## config.mk

```make
export PLATFORM = sky130hd
export DESIGN_NAME = acc_top
export DESIGN_NICKNAME = d
export VERILOG_FILES = /design/src/verilog/acc_unused_placeholder_none.sv /design/src/verilog/acc_pkg.sv /design/src/verilog/acc_edge_if.sv /design/src/verilog/acc_sync.sv /design/src/verilog/acc_top.sv
export SDC_FILE = /design/constraint.sdc
export NUM_CORES = 1
export LEC_CHECK = 0
export ABC_AREA = 0
export BUFFER_PORTS_ARGS = -buffer_cell sky130_fd_sc_hd__buf_2
export CAP_MARGIN = 10
export CORE_ASPECT_RATIO = 0.7
export CORE_MARGIN = 4
export CORE_UTILIZATION = 45
export DETAILED_ROUTE_END_ITERATION = 6
export PLACE_DENSITY = 0.81
export SYNTH_ARGS = -nofsm -noshare
export SYNTH_HDL_FRONTEND = slang
export SYNTH_SLANG_ARGS = --single-unit
```

## constraint.sdc

```tcl
create_clock -name clk_i -period 3.36 [get_ports clk_i]
set_input_delay 0.168 -clock clk_i [delete_from_list [all_inputs] [get_ports clk_i]]
set_output_delay 0.168 -clock clk_i [all_outputs]
set_load 0.01 [all_outputs]
```

## src/verilog/acc_unused_placeholder_none.sv

```systemverilog
// Purpose: intentionally empty
// Assumes: nothing
// Notes: nothing
`timescale 1ns/1ps

```

## src/verilog/acc_pkg.sv

```systemverilog
// Purpose: shared constants for the analog comparator control block
// Assumes: classic wishbone slave with 32-bit data, word-aligned registers
// Notes: register offsets are byte addresses
package acc_pkg;
  // ----------------------------------------------------------------
  // register map
  // ----------------------------------------------------------------
  localparam logic [3:0] ACC_OFS_CTRL = 4'h0;
  localparam logic [3:0] ACC_OFS_IRQ_STAT = 4'h4;
  localparam logic [3:0] ACC_OFS_IRQ_MASK = 4'h8;
  localparam logic [3:0] ACC_OFS_SYS = 4'hC;
  // ----------------------------------------------------------------
  // control/status field positions
  // ----------------------------------------------------------------
  localparam int ACC_BIT_POWER_OFF = 7;
  localparam int ACC_BIT_REF_SEL = 6;
  localparam int ACC_BIT_RESULT = 5;
  localparam int ACC_BIT_FLAG = 4;
  localparam int ACC_BIT_IRQ_EN = 3;
  localparam int ACC_BIT_ROUTE = 2;
  localparam int ACC_BIT_MODE_HI = 1;
  localparam int ACC_BIT_MODE_LO = 0;
  // system register: global enable and timer capture enable
  localparam int ACC_BIT_GLOBAL_IE = 0;
  localparam int ACC_BIT_CAP_IE = 1;
  // irq status/mask: comparator event and capture event
  localparam int ACC_IRQ_CMP = 0;
  localparam int ACC_IRQ_CAP = 1;
  localparam logic [7:0] ACC_CTRL_RESET = 8'h00;
  localparam logic [1:0] ACC_MODE_TOGGLE = 2'h0;
  localparam logic [1:0] ACC_MODE_RESERVED = 2'h1;
  localparam logic [1:0] ACC_MODE_FALL = 2'h2;
  localparam logic [1:0] ACC_MODE_RISE = 2'h3;
endpackage

```

## src/verilog/acc_edge_if.sv

```systemverilog
// Purpose: carries the synchronised comparator sample between modules
// Assumes: single clock
// Notes: none
`timescale 1ns/1ps
interface acc_edge_if;
  logic level;
  logic rise;
  logic fall;
  modport src (output level, output rise, output fall);
  modport dst (input level, input rise, input fall);
endinterface

```

## src/verilog/acc_sync.sv

```systemverilog
// Purpose: two-flop synchroniser and edge detector for the comparator output
// Assumes: raw input may be asynchronous to clk_i
// Notes: edges show in the same cycle as the new level
`timescale 1ns/1ps
module acc_sync (
  // clock and reset
  input wire logic clk_i,
  input wire logic rst_i,
  // raw comparator output
  input wire logic raw_i,
  // synchronised view
  acc_edge_if.src edge_o
);
  typedef struct packed {
    logic meta;
    logic sync;
    logic prev;
    logic [2:0] fill;
  } acc_sync_t;
  acc_sync_t s_q, s_d;

  always_comb begin
    s_d = s_q;
    s_d.meta = raw_i;
    s_d.sync = s_q.meta;
    s_d.prev = s_q.sync;
    // fill marks which stages hold a real sample since reset
    s_d.fill = {s_q.fill[1:0], 1'b1};
  end

  always_ff @(posedge clk_i) begin
    if (rst_i) begin
      s_q <= '0;
    end else begin
      s_q <= s_d;
    end
  end

  assign edge_o.level = s_q.sync;
  // no edge until prev holds a real sample: a comparator already high at
  // reset must not look like a rise against the cleared stages
  assign edge_o.rise = s_q.fill[2] & s_q.sync & ~s_q.prev;
  assign edge_o.fall = s_q.fill[2] & ~s_q.sync & s_q.prev;

  a_rise_follows: assert property (@(posedge clk_i) disable iff (rst_i)
    edge_o.rise |-> $past(raw_i, 2) && !$past(raw_i, 3))
    else $error("rise without a matching raw edge");

  a_fall_follows: assert property (@(posedge clk_i) disable iff (rst_i)
    edge_o.fall |-> !$past(raw_i, 2) && $past(raw_i, 3))
    else $error("fall without a matching raw edge");
endmodule // acc_sync

```

## src/verilog/acc_top.sv

```systemverilog
// What this block does
// - result bit shows live comparator output.
// - power-off bit cuts comparator power; writable any time.
// - reference select with brownout enabled feeds fixed reference to positive input.
// - matching output event sets the event flag.
// - irq request only when flag, local enable and global enable set.
// - taking the vector clears the flag.
// - writing one clears the flag; zero leaves it.
// - route bit connects output to capture front end, else nothing.
// - capture interrupt from routed output needs capture irq enable at the timer; capture status on irq_o needs only its mask bit.
// - mode 00 toggle, 01 reserved, 10 falling, 11 rising.
// - read-modify-write writes a read one back and clears the flag.
// - comparator and capture interrupts are separate sources.
//
// Purpose: control and status logic around an analog comparator
// Assumes: classic wishbone slave, one clock, synchronous reset
// Notes: unmapped reads return zero and are acknowledged
`timescale 1ns/1ps
module acc_top (
  // clock and reset
  input wire logic clk_i,
  input wire logic rst_i,
  // wishbone slave
  input wire logic cyc_i,
  input wire logic stb_i,
  input wire logic we_i,
  input wire logic [3:0] adr_i,
  input wire logic [3:0] sel_i,
  input wire logic [31:0] dat_i,
  output logic [31:0] dat_o,
  output logic ack_o,
  // analog core
  input wire logic cmp_raw_i,
  input wire logic brownout_enable_fuse_i,
  output logic comparator_power_off_o,
  output logic ref_select_o,
  // cpu and timer side
  input wire logic vector_taken_i,
  output logic cmp_irq_req_o,
  output logic capture_src_o,
  output logic capture_irq_gate_o,
  // combined interrupt
  output logic irq_o
);
  typedef struct packed {
    logic power_off;
    logic ref_sel;
    logic flag;
    logic irq_en;
    logic route;
    logic [1:0] mode;
    logic global_ie;
    logic cap_ie;
    logic [1:0] istat;
    logic [1:0] imask;
    logic ack;
    logic [31:0] rdata;
  } acc_state_t;

  acc_state_t s_q, s_d;
  acc_edge_if cmp_edge ();

  acc_sync u_sync (
    .clk_i(clk_i),
    .rst_i(rst_i),
    .raw_i(cmp_raw_i),
    .edge_o(cmp_edge)
  );

  // ----------------------------------------------------------------
  // event detection
  // ----------------------------------------------------------------
  logic cmp_event;
  logic cap_event;
  logic req;
  logic wr;
  logic rd;
  logic [7:0] ctrl_view;

  always_comb begin
    case (s_q.mode)
      acc_pkg::ACC_MODE_TOGGLE: cmp_event = cmp_edge.rise | cmp_edge.fall;
      acc_pkg::ACC_MODE_FALL: cmp_event = cmp_edge.fall;
      acc_pkg::ACC_MODE_RISE: cmp_event = cmp_edge.rise;
      default: cmp_event = 1'b0;
    endcase
  end

  // routed output edge, used only for the capture status bit
  assign cap_event = s_q.route & cmp_edge.rise;

  always_comb begin
    ctrl_view = '0;
    ctrl_view[acc_pkg::ACC_BIT_POWER_OFF] = s_q.power_off;
    ctrl_view[acc_pkg::ACC_BIT_REF_SEL] = s_q.ref_sel;
    ctrl_view[acc_pkg::ACC_BIT_RESULT] = cmp_edge.level;
    ctrl_view[acc_pkg::ACC_BIT_FLAG] = s_q.flag;
    ctrl_view[acc_pkg::ACC_BIT_IRQ_EN] = s_q.irq_en;
    ctrl_view[acc_pkg::ACC_BIT_ROUTE] = s_q.route;
    ctrl_view[acc_pkg::ACC_BIT_MODE_HI] = s_q.mode[1];
    ctrl_view[acc_pkg::ACC_BIT_MODE_LO] = s_q.mode[0];
  end

  assign req = cyc_i & stb_i & ~s_q.ack;
  assign wr = req & we_i;
  assign rd = req & ~we_i;

  // ----------------------------------------------------------------
  // next state
  // ----------------------------------------------------------------
  always_comb begin
    s_d = s_q;
    s_d.ack = req;
    s_d.rdata = '0;
    if (rd) begin
      case (adr_i)
        acc_pkg::ACC_OFS_CTRL: s_d.rdata = {24'h000000, ctrl_view};
        acc_pkg::ACC_OFS_IRQ_STAT: s_d.rdata = {30'h0, s_q.istat};
        acc_pkg::ACC_OFS_IRQ_MASK: s_d.rdata = {30'h0, s_q.imask};
        acc_pkg::ACC_OFS_SYS: s_d.rdata = {30'h0, s_q.cap_ie, s_q.global_ie};
        default: s_d.rdata = '0;
      endcase
    end
    if (wr && sel_i[0]) begin
      case (adr_i)
        acc_pkg::ACC_OFS_CTRL: begin
          s_d.power_off = dat_i[acc_pkg::ACC_BIT_POWER_OFF];
          s_d.ref_sel = dat_i[acc_pkg::ACC_BIT_REF_SEL];
          s_d.irq_en = dat_i[acc_pkg::ACC_BIT_IRQ_EN];
          s_d.route = dat_i[acc_pkg::ACC_BIT_ROUTE];
          s_d.mode = {dat_i[acc_pkg::ACC_BIT_MODE_HI], dat_i[acc_pkg::ACC_BIT_MODE_LO]};
          // write one clears; written-back one clears too
          if (dat_i[acc_pkg::ACC_BIT_FLAG]) begin
            s_d.flag = 1'b0;
          end
        end
        acc_pkg::ACC_OFS_IRQ_STAT: s_d.istat = s_q.istat & ~dat_i[1:0];
        acc_pkg::ACC_OFS_IRQ_MASK: s_d.imask = dat_i[1:0];
        acc_pkg::ACC_OFS_SYS: begin
          s_d.global_ie = dat_i[acc_pkg::ACC_BIT_GLOBAL_IE];
          s_d.cap_ie = dat_i[acc_pkg::ACC_BIT_CAP_IE];
        end
        default: s_d.imask = s_q.imask;
      endcase
    end
    if (vector_taken_i) begin
      s_d.flag = 1'b0;
    end
    // event sets flag; set wins over clear
    if (cmp_event) begin
      s_d.flag = 1'b1;
      s_d.istat[acc_pkg::ACC_IRQ_CMP] = 1'b1;
    end
    if (cap_event) begin
      s_d.istat[acc_pkg::ACC_IRQ_CAP] = 1'b1;
    end
  end

  always_ff @(posedge clk_i) begin
    if (rst_i) begin
      s_q <= '0;
    end else begin
      s_q <= s_d;
    end
  end

  // ----------------------------------------------------------------
  // outputs
  // ----------------------------------------------------------------
  assign dat_o = s_q.rdata;
  assign ack_o = s_q.ack;
  assign comparator_power_off_o = s_q.power_off;
  assign ref_select_o = s_q.ref_sel & brownout_enable_fuse_i;
  assign cmp_irq_req_o = s_q.flag & s_q.irq_en & s_q.global_ie;
  assign capture_src_o = s_q.route & cmp_edge.level;
  // capture irq needs its own enable
  assign capture_irq_gate_o = s_q.cap_ie;
  assign irq_o = |(s_q.istat & s_q.imask);

  // ----------------------------------------------------------------
  // assertions
  // ----------------------------------------------------------------
  // these watch registered state, so a write shows one edge after the
  // edge that took it; the bus checks lean on the single wait state

  a_irq_gate: assert property (@(posedge clk_i) disable iff (rst_i)
    cmp_irq_req_o == (s_q.flag && s_q.irq_en && s_q.global_ie))
    else $error("irq request not gated by flag and enables");

  a_local_off: assert property (@(posedge clk_i) disable iff (rst_i)
    !s_q.irq_en |-> !cmp_irq_req_o)
    else $error("irq request without local enable");

  a_global_off: assert property (@(posedge clk_i) disable iff (rst_i)
    !s_q.global_ie |-> !cmp_irq_req_o)
    else $error("irq request without global enable");

  // matching event sets the flag next cycle
  a_event_sets: assert property (@(posedge clk_i) disable iff (rst_i)
    cmp_event |=> s_q.flag)
    else $error("event did not set flag");

  // event also lands in irq status
  a_event_status: assert property (@(posedge clk_i) disable iff (rst_i)
    cmp_event |=> s_q.istat[acc_pkg::ACC_IRQ_CMP])
    else $error("event did not set comparator status");

  // vector take without event clears the flag
  a_vector_clr: assert property (@(posedge clk_i) disable iff (rst_i)
    vector_taken_i && !cmp_event |=> !s_q.flag)
    else $error("vector take did not clear flag");

  a_vector_irq: assert property (@(posedge clk_i) disable iff (rst_i)
    vector_taken_i && !cmp_event |=> !cmp_irq_req_o)
    else $error("request stayed up after vector take");

  a_flag_w1c: assert property (@(posedge clk_i) disable iff (rst_i)
    wr && sel_i[0] && adr_i == acc_pkg::ACC_OFS_CTRL && dat_i[acc_pkg::ACC_BIT_FLAG] && !cmp_event |=> !s_q.flag)
    else $error("write one did not clear flag");

  a_flag_w0hold: assert property (@(posedge clk_i) disable iff (rst_i)
    wr && sel_i[0] && adr_i == acc_pkg::ACC_OFS_CTRL && !dat_i[acc_pkg::ACC_BIT_FLAG]
      && !vector_taken_i && s_q.flag |=> s_q.flag)
    else $error("write zero changed flag");

  // status bits clear on write of one
  a_status_w1c: assert property (@(posedge clk_i) disable iff (rst_i)
    wr && sel_i[0] && adr_i == acc_pkg::ACC_OFS_IRQ_STAT && dat_i[acc_pkg::ACC_IRQ_CMP] && !cmp_event
      |=> !s_q.istat[acc_pkg::ACC_IRQ_CMP])
    else $error("write one did not clear comparator status");

  a_reserved_mode: assert property (@(posedge clk_i) disable iff (rst_i)
    s_q.mode == acc_pkg::ACC_MODE_RESERVED |-> !cmp_event)
    else $error("reserved mode produced an event");

  a_rise_only: assert property (@(posedge clk_i) disable iff (rst_i)
    s_q.mode == acc_pkg::ACC_MODE_RISE && !cmp_edge.rise |-> !cmp_event)
    else $error("rising mode flagged without a rise");

  a_fall_only: assert property (@(posedge clk_i) disable iff (rst_i)
    s_q.mode == acc_pkg::ACC_MODE_FALL && !cmp_edge.fall |-> !cmp_event)
    else $error("falling mode flagged without a fall");

  a_toggle_any: assert property (@(posedge clk_i) disable iff (rst_i)
    s_q.mode == acc_pkg::ACC_MODE_TOGGLE && (cmp_edge.rise || cmp_edge.fall) |-> cmp_event)
    else $error("toggle mode missed an edge");

  a_power_off: assert property (@(posedge clk_i) disable iff (rst_i)
    wr && sel_i[0] && adr_i == acc_pkg::ACC_OFS_CTRL
      |=> comparator_power_off_o == $past(dat_i[acc_pkg::ACC_BIT_POWER_OFF]))
    else $error("power-off bit not written");

  a_power_hold: assert property (@(posedge clk_i) disable iff (rst_i)
    !(wr && sel_i[0] && adr_i == acc_pkg::ACC_OFS_CTRL) |=> $stable(comparator_power_off_o))
    else $error("power-off changed without a write");

  // no routing means no capture source
  a_route_off: assert property (@(posedge clk_i) disable iff (rst_i)
    !s_q.route |-> !capture_src_o)
    else $error("capture source driven without routing");

  // routing passes the level straight on
  a_route_follows: assert property (@(posedge clk_i) disable iff (rst_i)
    s_q.route |-> capture_src_o == cmp_edge.level)
    else $error("routed capture source differs from result");

  // routed rise lands in capture status
  a_capture_status: assert property (@(posedge clk_i) disable iff (rst_i)
    cap_event |=> s_q.istat[acc_pkg::ACC_IRQ_CAP])
    else $error("routed rise did not set capture status");

  a_cap_gate: assert property (@(posedge clk_i) disable iff (rst_i)
    wr && sel_i[0] && adr_i == acc_pkg::ACC_OFS_SYS
      |=> capture_irq_gate_o == $past(dat_i[acc_pkg::ACC_BIT_CAP_IE]))
    else $error("capture irq enable not written");

  a_ref_sel: assert property (@(posedge clk_i) disable iff (rst_i)
    !brownout_enable_fuse_i |-> !ref_select_o)
    else $error("reference selected without brownout enable");

  // bus answers one edge after taking a request
  a_ack_answer: assert property (@(posedge clk_i) disable iff (rst_i)
    req |=> ack_o)
    else $error("request not answered next cycle");

  // one answer per request
  a_ack_pulse: assert property (@(posedge clk_i) disable iff (rst_i)
    ack_o |=> !ack_o)
    else $error("ack held longer than one cycle");

  // read data is zero outside the answer
  a_read_idle: assert property (@(posedge clk_i) disable iff (rst_i)
    !ack_o |-> dat_o == 32'h00000000)
    else $error("read data shown outside an answer");
endmodule // acc_top

```

### Word level (Yosys, flattened, before mapping)

Cells that the tools add are included.

| storage, ports and cells | value |
|---|---|
| register bits after elaboration | 52 |
| logic and storage cells | 76 |

| operators by class | value |
|---|---|
| equal/unequal tests | 5 |
| bitwise operators | 22 |
| reductions and logical operators | 18 |
| multiplexer cells | 13 |

Operators by type and width:

| kind | count |
|---|---|
| 8-bit one-hot mux with 4 select lines | 1 |
| 1-bit AND | 13 |
| 11-bit two-way mux | 1 |
| 2-bit AND reduction | 5 |
| 3-bit nonzero test | 3 |
| 4-bit equality test (second input constant) | 2 |
| 2-bit nonzero test | 4 |
| 1-bit two-way mux | 6 |
| 2-bit two-way mux | 3 |
| 5-bit two-way mux | 1 |
| 1-bit inverter | 5 |
| 2-bit AND | 2 |
| 2-bit equality test (second input constant) | 2 |
| 4-bit by 3-bit equality test with 1-bit output (second input constant) | 1 |
| 4-bit logical NOT | 1 |
| 2-bit OR reduction | 2 |
| 1-bit one-hot mux with 3 select lines | 1 |
| 3-bit AND reduction | 1 |
| 2-bit logical NOT | 1 |
| 2-bit inverter | 1 |
| 1-bit logical AND | 1 |
| 1-bit bitwise OR | 1 |

### Logic depth before layout (Yosys ltp)

Gate-level depths: netlist of the first run.

| depth | value |
|---|---|
| word-level depth | 7 |
| depth in mapped cells | 5 |

### Modules after synthesis

A second synthesis of the first run with hierarchy kept.

| unflattened totals | value |
|---|---|
| cells, all modules | 132 |
| area, all modules | 1305.0 um^2 |

Modules (own cells, without submodules):

| module | cells each | times used | area each (um^2) |
|---|---|---|---|
| acc_top | 118 | 1 | 1132.3 |
| acc_sync | 14 | 1 | 172.7 |

### Worst setup path before layout of the first run

Ideal clock, no wire load.

| timing | value |
|---|---|
| kind | reg-to-reg |
| start | reg s_q, in the netlist ack_o |
| end | reg s_q[33] (netlist bit) |
| setup slack | 2.030 ns |
| clock period less this slack | 1.330 ns |
| arrival time | 1.210 ns |
| setup time | 0.120 ns |
| data required time | 3.240 ns |
| cell stages (with the launch flop) | 4 |
| buffers on the path | 0 |
| cells stage by stage | dfxtp_1 nand3b_4 or4b_4 mux2i_1 |

| on the way | value |
|---|---|
| cells in the longest elaborated chain, start to end | 5 |

RTL lines:

| what | line | source |
|---|---|---|
| from (decl) | acc_top.sv:60 | `acc_state_t s_q, s_d;` |
| from (signal assigned) | acc_top.sv:161 | `s_q <= '0;` |
| from (signal assigned) | acc_top.sv:163 | `s_q <= s_d;` |
| 1-bit inverter | acc_top.sv:104 | `assign req = cyc_i & stb_i & ~s_q.ack;` |
| 1-bit AND | acc_top.sv:104 |  |
| 1-bit AND | acc_top.sv:105 | `assign wr = req & we_i;` |
| 1-bit logical AND | acc_top.sv:124 | `if (wr && sel_i[0]) begin` |
| 2-bit AND reduction (no line) | -- |  |

No other way between the ends.
A chain may end at the register's enable or synchronous reset.

### Worst setup path after layout of the first run

Same ends and word-level chain as after synthesis.

==> results.md, run 1 <==
* Vias in the first global route at 796
* Post-CTS Setup Repair Bufs at 0
* Buffers on Ports at 34
* # resized after CTS at 0
* Seq/Total Area, Yosys at 0.407
* Yosys cell types at 35
* Clock Path Buffers at 2
* Worst EP required at 3520 ps
* Setup Crit Path Kind: reg2reg
* Kind of start point of the critical path: flip-flop
* Antenna cells at 0
* Final net count at 214
* Type of the tightest min-delay check: in2reg
* Worst Path Buf+Inv at 0
* Final min period at 1360 ps
* Yosys warnings at 0
* Max-slew violations at 0
* I/O pin count at 87
* Worst Tran Pin Value at 512 ps
* Static leakage at 0.693 nW
* Worst ir drop on vdd at 256 uV
* Clock tree from TritonCTS: done
* Post-synth EDFFs at 0
* Initial antenna violation count at 0
* Largest net degree at the start of global routing at 20
* Core area at 2860 um^2
* Mapped cell area at 1380 um^2
* Top-area cell type share of the netlist area at 0.407
* Post-synth ARST share at 0
* Post-synth top cells: buf_4, dfxtp_1, nand2_1, mux2i_1, and2_1
* Status: completed
* Pwr Density at 385 nW/um^2
* Syn_area_per_cell at 9.99 um^2
* DIE AREA at 4030 um^2
* Crit-path max cell delay at 570 ps
* Antenna-violating nets left at 0
* Fin. Hold Viols at 0
* Critical path's top delay family: simple AND/OR/NAND/NOR gates
* Tcrit/Tclk final at 0.405
* Crit. End Element: flip-flop
* First-pass GRT wire length at 3640 um
* Final count of negative-setup-slack endpoints at 0
* Slowest library cell on the worst path: or4b_4
* Dominant synthesized flop cell: dfxtp_1
* Worst path cell trace: nand3b_4 > or4b_4 > mux2i_1
* RSZ-0062 raised after global routing: false
* Top post-synthesis cells by area: dfxtp_1, buf_4, mux2i_1, nand2_1, and2_1
* Vias at 925
* Worst skew pair latency at 270 ps
* Drt wl/cell at 12.3 um
* Die width at 74.2 um
* Fmax at 735 MHz
* Chip height at 54.3 um
* Utilization after layout at 0.514
* Worst EP arrival at 1520 ps
* CTS buffer count at 3
* Placed insts at 197
* Synthesized instance count at 138
* Yosys reg bits at 28
* Cts hold-fix bufs at 0
* WL final at 2450 um
* # fillers at 264
* CTS sink cnt at 28
* Drt via density at 4.63
* Max_cap viols at 0
* Placer congestion estimate at 0.782
* Final Power at 567 uW
* Rows at 16
* Overflow after GRT at 0
* H-tree levels at 1
* CTS root buffer: clkbuf_8
* Remaining DRCs at 0
* Setup Skew at 3.19 ps
* DR pass1 iterations at 5
* Final hold slack at 106 ps
* Count leader, synth: buf_4
* Area Growth Syn to Fin at 6.72%
* Total Negative Setup Slacks at 0 ps
* Starting Density at 0.482
* DRT iter0 DRCs at 35
* Clock transition at path regs at 90 ps
* Leading area contributor after synthesis: dfxtp_1
* Share of post-route cells with drive strength above 1 at 0.268
* Worst rel slew slack at 0.654
* Worst-path maximum fanout at 9
* Met3 global-route usage at 0.0495
* Post-route insts no fill at 200
* Met2 Use GR at 0.209
* Gr busiest metal: met2
* Overall routing resource usage at 0.119
* GRT met1 Usage at 0.143
* Dpl hpwl at 1910 um
## flip-flops by register name, summed over array words and instances, names as in the netlist
name	cells
ack_o	1
u_sync.s_d	3
u_sync.edge_o.level	1
u_sync.s_q	2
capture_irq_gate_o	1
ctrl_view	6
dat_o	8
comparator_power_off_o	1
s_q	5
## metrics by stage
step / cell area, um^2 / setup slack, ps
global placement: 1430 / 1870
CTS: 1470 / 1970
detailed placement: 1430 / 1840
global route: 1470 / 1900
finish: 1470 / 2000
floorplan: 1470 / 2030
## where the power goes
| part | internal [mW] | total, mW | switching [mW] |
|---|---|---|---|
| Sequential | 0.336 | 0.338 | 0.00215 |
| Combinational | 0.0176 | 0.0517 | 0.0341 |
| Clock | 0.0804 | 0.177 | 0.0967 |
## final timing paths
path                                    to  slack [ps]                  start  cells past startpoint
hold / removal    u_sync.s_d[4]$_SDFF_PP0_         110              cmp_raw_i                      2
hold reg to reg   u_sync.s_d[2]$_SDFF_PP0_         450  u_sync.s_d[1]$_DFF_P_                      1
setup / recovery      s_q[33]$_SDFFE_PP0P_        2000       ack_o$_SDFF_PP0_                      3
setup reg to reg      s_q[33]$_SDFFE_PP0P_        2000       ack_o$_SDFF_PP0_                      3
## logic make-up after synthesis
| family | share of synthesized area |
|---|---|
| buf+inv | 0.190 |
| simple gates | 0.263 |
| flops | 0.407 |
| other cells | 0.00272 |
| mux | 0.108 |
| compound gates | 0.0299 |
## worst register-to-register path, cell delays in order, from the launching register on
cell      delay, ps
dfxtp_1         320
nand3b_4        220
or4b_4          580
mux2i_1         140
## per-layer routing
layer  up-vias  routed length (um)
li1        459                   -
met1       427                 994
met2        39                1190
met3         0                 266
met4         0                   0
met5         -                   0
## layout make-up
| cell class | count | area [um^2] | share of cell area |
|---|---|---|---|
| Clock buffer | 3 | 41.3 | 0.0281 |
| Inverter | 3 | 11.3 | 0.00765 |
| Multi-Input combinational cell | 96 | 643 | 0.437 |
| Sequential cell | 28 | 561 | 0.381 |
| Tap cell | 36 | 45.0 | 0.0306 |
| Timing Repair Buffer | 34 | 170 | 0.116 |
## cell usage in the layout, fill, tap and decap left out
| cell | instances |
|---|---|
| nor3_4 | 1 |
| nand2_1 | 19 |
| clkbuf_8 | 3 |
| mux2i_1 | 10 |
| nor4b_1 | 1 |
| inv_1 | 2 |
| dfxtp_1 | 28 |
| buf_2 | 34 |
| o311ai_0 | 1 |
| nand3b_4 | 1 |
| o21ai_0 | 2 |
| o41ai_1 | 1 |
| nor4_4 | 1 |
| nor2_1 | 2 |
| nand2b_1 | 1 |
| or4b_4 | 1 |
| a22o_1 | 1 |
| a21oi_1 | 1 |
| or2_2 | 1 |
| nor3b_1 | 1 |
| mux4_2 | 1 |
| conb_1 | 24 |
| mux4_1 | 1 |
| or3_1 | 2 |
| nand3b_1 | 1 |
| nor3_1 | 2 |
| nor2b_1 | 6 |
| and4b_1 | 1 |
| and2b_1 | 1 |
| clkinv_1 | 1 |
| and2_1 | 8 |
| nor4_1 | 1 |
| nand4bb_4 | 1 |
| and3_1 | 1 |
| nand4b_1 | 1 |
Power figures use the tool's default switching activity.
==> inputs of run 2 (changes only) <==
--- a/config.mk
+++ b/config.mk
@@ -5,14 +5,14 @@
 export SDC_FILE = /design/constraint.sdc
 export NUM_CORES = 1
 export LEC_CHECK = 0
-export ABC_AREA = 0
+export ABC_AREA = 1
 export BUFFER_PORTS_ARGS = -buffer_cell sky130_fd_sc_hd__buf_2
 export CAP_MARGIN = 10
 export CORE_ASPECT_RATIO = 0.7
 export CORE_MARGIN = 4
-export CORE_UTILIZATION = 45
+export CORE_UTILIZATION = 42
 export DETAILED_ROUTE_END_ITERATION = 6
-export PLACE_DENSITY = 0.81
+export PLACE_DENSITY = 0.76
 export SYNTH_ARGS = -nofsm -noshare
 export SYNTH_HDL_FRONTEND = slang
 export SYNTH_SLANG_ARGS = --single-unit
==> constraint.sdc (replaced) <==
create_clock -name clk_i -period 1.3 [get_ports clk_i]
set_input_delay 0.065 -clock clk_i [delete_from_list [all_inputs] [get_ports clk_i]]
set_output_delay 0.065 -clock clk_i [all_outputs]
set_load 0.01 [all_outputs]
==> run 2 against run 1 <==
Compared with the run above: synthesized cell count increased by 38%; worst hold slack got worse by 70 ps; sequential cell count stayed put; final area up 3.1%; first-iteration DRC count grew 23%; non-clock buffer count increased by 1; cell count grew 28%; maximum frequency rose by 22%; clock-buffer cell count stayed put; largest cell class unchanged; largest power group unchanged.
==> results.md, run 2 <==
* Worst EP required at 1470 ps
* Syn_area_per_cell at 7.39 um^2
* Core area at 3190 um^2
* Starting Density at 0.442
* Vias in the first global route at 936
* Simple-gate area share of the yosys netlist at 0.305
* Remaining DRCs at 0
* Critical path's top delay family: simple AND/OR/NAND/NOR gates
* Kind of start point of the critical path: flip-flop
* Drt wl/cell at 10.1 um
* Type of the tightest min-delay check: in2reg
* WL final at 2580 um
* Final Power at 1.46 mW
* Clock Path Buffers at 2
* Final count of negative-setup-slack endpoints at 0
* Post-synth ARST share at 0
* Top post-synthesis cells by area: dfxtp_1, buf_4, nor2_1, nand2_1, inv_1
* Yosys warnings at 0
* Commonest non-fill, non-tap cells in the layout: nor2_1, buf_2, nand2_1
* Rows at 17
* Flop pwr share at 0.597
* Count leader, synth: nor2_1
* Commonest non-fill, non-tap cell in the layout: nor2_1
* Utilization after layout at 0.475
* Setup Skew at 3.24 ps
* Worst EP arrival at 1280 ps
* Vias at 1090
* Clock power frac at 0.303
* Chip height at 56.5 um
* Drt via density at 4.26
* DIE AREA at 4370 um^2
* Leading area contributor after synthesis: dfxtp_1
* Initial antenna violation count at 0
* Pwr Density at 966 nW/um^2
* Worst-path maximum fanout at 7
* Post-Synth XOR/XNOR Area at 0
* Dpl hpwl at 2150 um
* Fmax at 898 MHz
* CTS sink cnt at 28
* Clock tree from TritonCTS: done
* RSZ-0062 raised after global routing: false
* Final min period at 1110 ps
* Synthesized instance count at 191
* Mapped cell area at 1410 um^2
* Yosys cell types at 22
* Antenna-violating nets left at 0
* Crit-path max cell delay at 320 ps
* Area Growth Syn to Fin at 7.45%
* Reg area at 561 um^2
* Placer congestion estimate at 0.836
* Worst skew pair latency at 270 ps
* Mux contribution to synthesized area at 0
* Worst Path Buf+Inv at 1
* # fillers at 354
* Design area at 1520 um^2
* Antenna cells at 0
* Share of post-route cells with drive strength above 1 at 0.243
* Static leakage at 0.738 nW
* Final WS setup at 187 ps
* DRT iter0 DRCs at 43
* Die width at 77.3 um
* Multi-input logic area at 599 um^2
* Slowest library cell on the worst path: dfxtp_1
* Max-slew violations at 0
* First-pass GRT wire length at 4110 um
* Largest register FFs at 8
* Main combinational cell family by area after synthesis: simple AND/OR/NAND/NOR gates
* Post-Synth Adder-Cell Area at 0
* Clock transition at path regs at 80 ps
* Pre-CTS WS at 197 ps
* CTS root buffer: clkbuf_8
* Compound-cell area share of the yosys netlist at 0.0559
* Worst ir drop on vdd at 495 uV
* Crit. End Element: flip-flop
* DR pass1 iterations at 4
* Largest net degree at the start of global routing at 15
* Seq/Total Area, Yosys at 0.397
* Dominant synthesized flop cell: dfxtp_1
* Max_cap viols at 0
* Sw Share at 0.235
* I/O pin count at 87
* Pint at 1.12 mW
* Dpl cell area at 1470 um^2
* Post-synth EDFFs at 0
* Fin. Hold Viols at 0
* Yosys reg bits at 28
* Overflow after GRT at 0
* Status: completed
* Post-synth top cells: nor2_1, buf_4, nand2_1, dfxtp_1, inv_1
* CTS buffer count at 3
* Top-area cell type share of the netlist area at 0.397
* Setup Crit Path Kind: reg2reg
* Combinational power share at 0.100
* Net switching power at 345 uW
* Buffers on Ports at 34
* R2R Setup Slk at 190 ps
* Total Negative Setup Slacks at 0 ps
* Tcrit/Tclk final at 0.856
* Worst path cell trace: inv_1 > nand3_2 > nor2_4 > nand2_4 > o21ai_0 > nor2_1
* Final net count at 268
* Overall routing resource usage at 0.118
* H-tree levels at 1
## run 2: power by group through the flow
stage / Sequential [mW] / Clock (mW) / Combinational [mW]
5_1_grt: 0.876 / 0.492 / 0.165
3_5_place_dp: 0.895 / 0 / 0.144
3_3_place_gp: 0.894 / 0 / 0.141
6_report: 0.874 / 0.443 / 0.147
2_1_floorplan: 0.894 / 0 / 0.148
4_1_cts: 0.874 / 0.463 / 0.146
## run 2: layout make-up
| class | count | area share |
|---|---|---|
| Clock buffer | 3 | 0.0272 |
| Inverter | 22 | 0.0578 |
| Multi-Input combinational cell | 130 | 0.395 |
| Sequential cell | 28 | 0.370 |
| Tap cell | 38 | 0.0314 |
| Timing Repair Buffer | 35 | 0.119 |
## run 2: cells by family after synthesis
family          count (synthesis)
flops                          28
compound gates                 15
other cells                     1
simple gates                   91
buf+inv                        56
## run 2: metal layers
metal	vias to the layer above	global-route usage	wire (um)
met5	-	0	0
li1	584	-	-
met3	0	0.0449	226
met1	465	0.165	1290
met4	0	0.0254	0
met2	41	0.171	1070
## run 2: worst reg2reg max path: stages, from the launching register on
cell and delay (ps):
dfxtp_1 320, inv_1 70, nand3_2 120, nor2_4 170, nand2_4 110, o21ai_0 180
nor2_1 50
## run 2: through the flow
| step | hold WS [ps] | std cells |
|---|---|---|
| floorplan | 172 | 214 |
| global placement | 270 | 252 |
| detailed placement | 279 | 252 |
| global route | 50.4 | 256 |
| CTS | 32.9 | 256 |
| finish | 36.7 | 256 |
## run 2: final timing paths
path,start,cells past startpoint,to
worst min register to register,u_sync.s_d[1]$_DFF_P_,2,u_sync.s_d[2]$_SDFF_PP0_
worst min-delay path,dat_i[7],3,comparator_power_off_o$_SDFFE_PP0P_
worst max-delay path,ack_o$_SDFF_PP0_,6,ctrl_view[2]$_SDFFE_PP0P_
worst max register to register,ack_o$_SDFF_PP0_,6,ctrl_view[2]$_SDFFE_PP0P_
## run 2: what timing repair did
action | CTS | global route
endpoints found under the hold margin | 1 | 0
setup endpoints to repair | 0 | 0
gates resized for setup | 0 | 0
buffers inserted | 0 | 0
hold buffers | 1 | 0
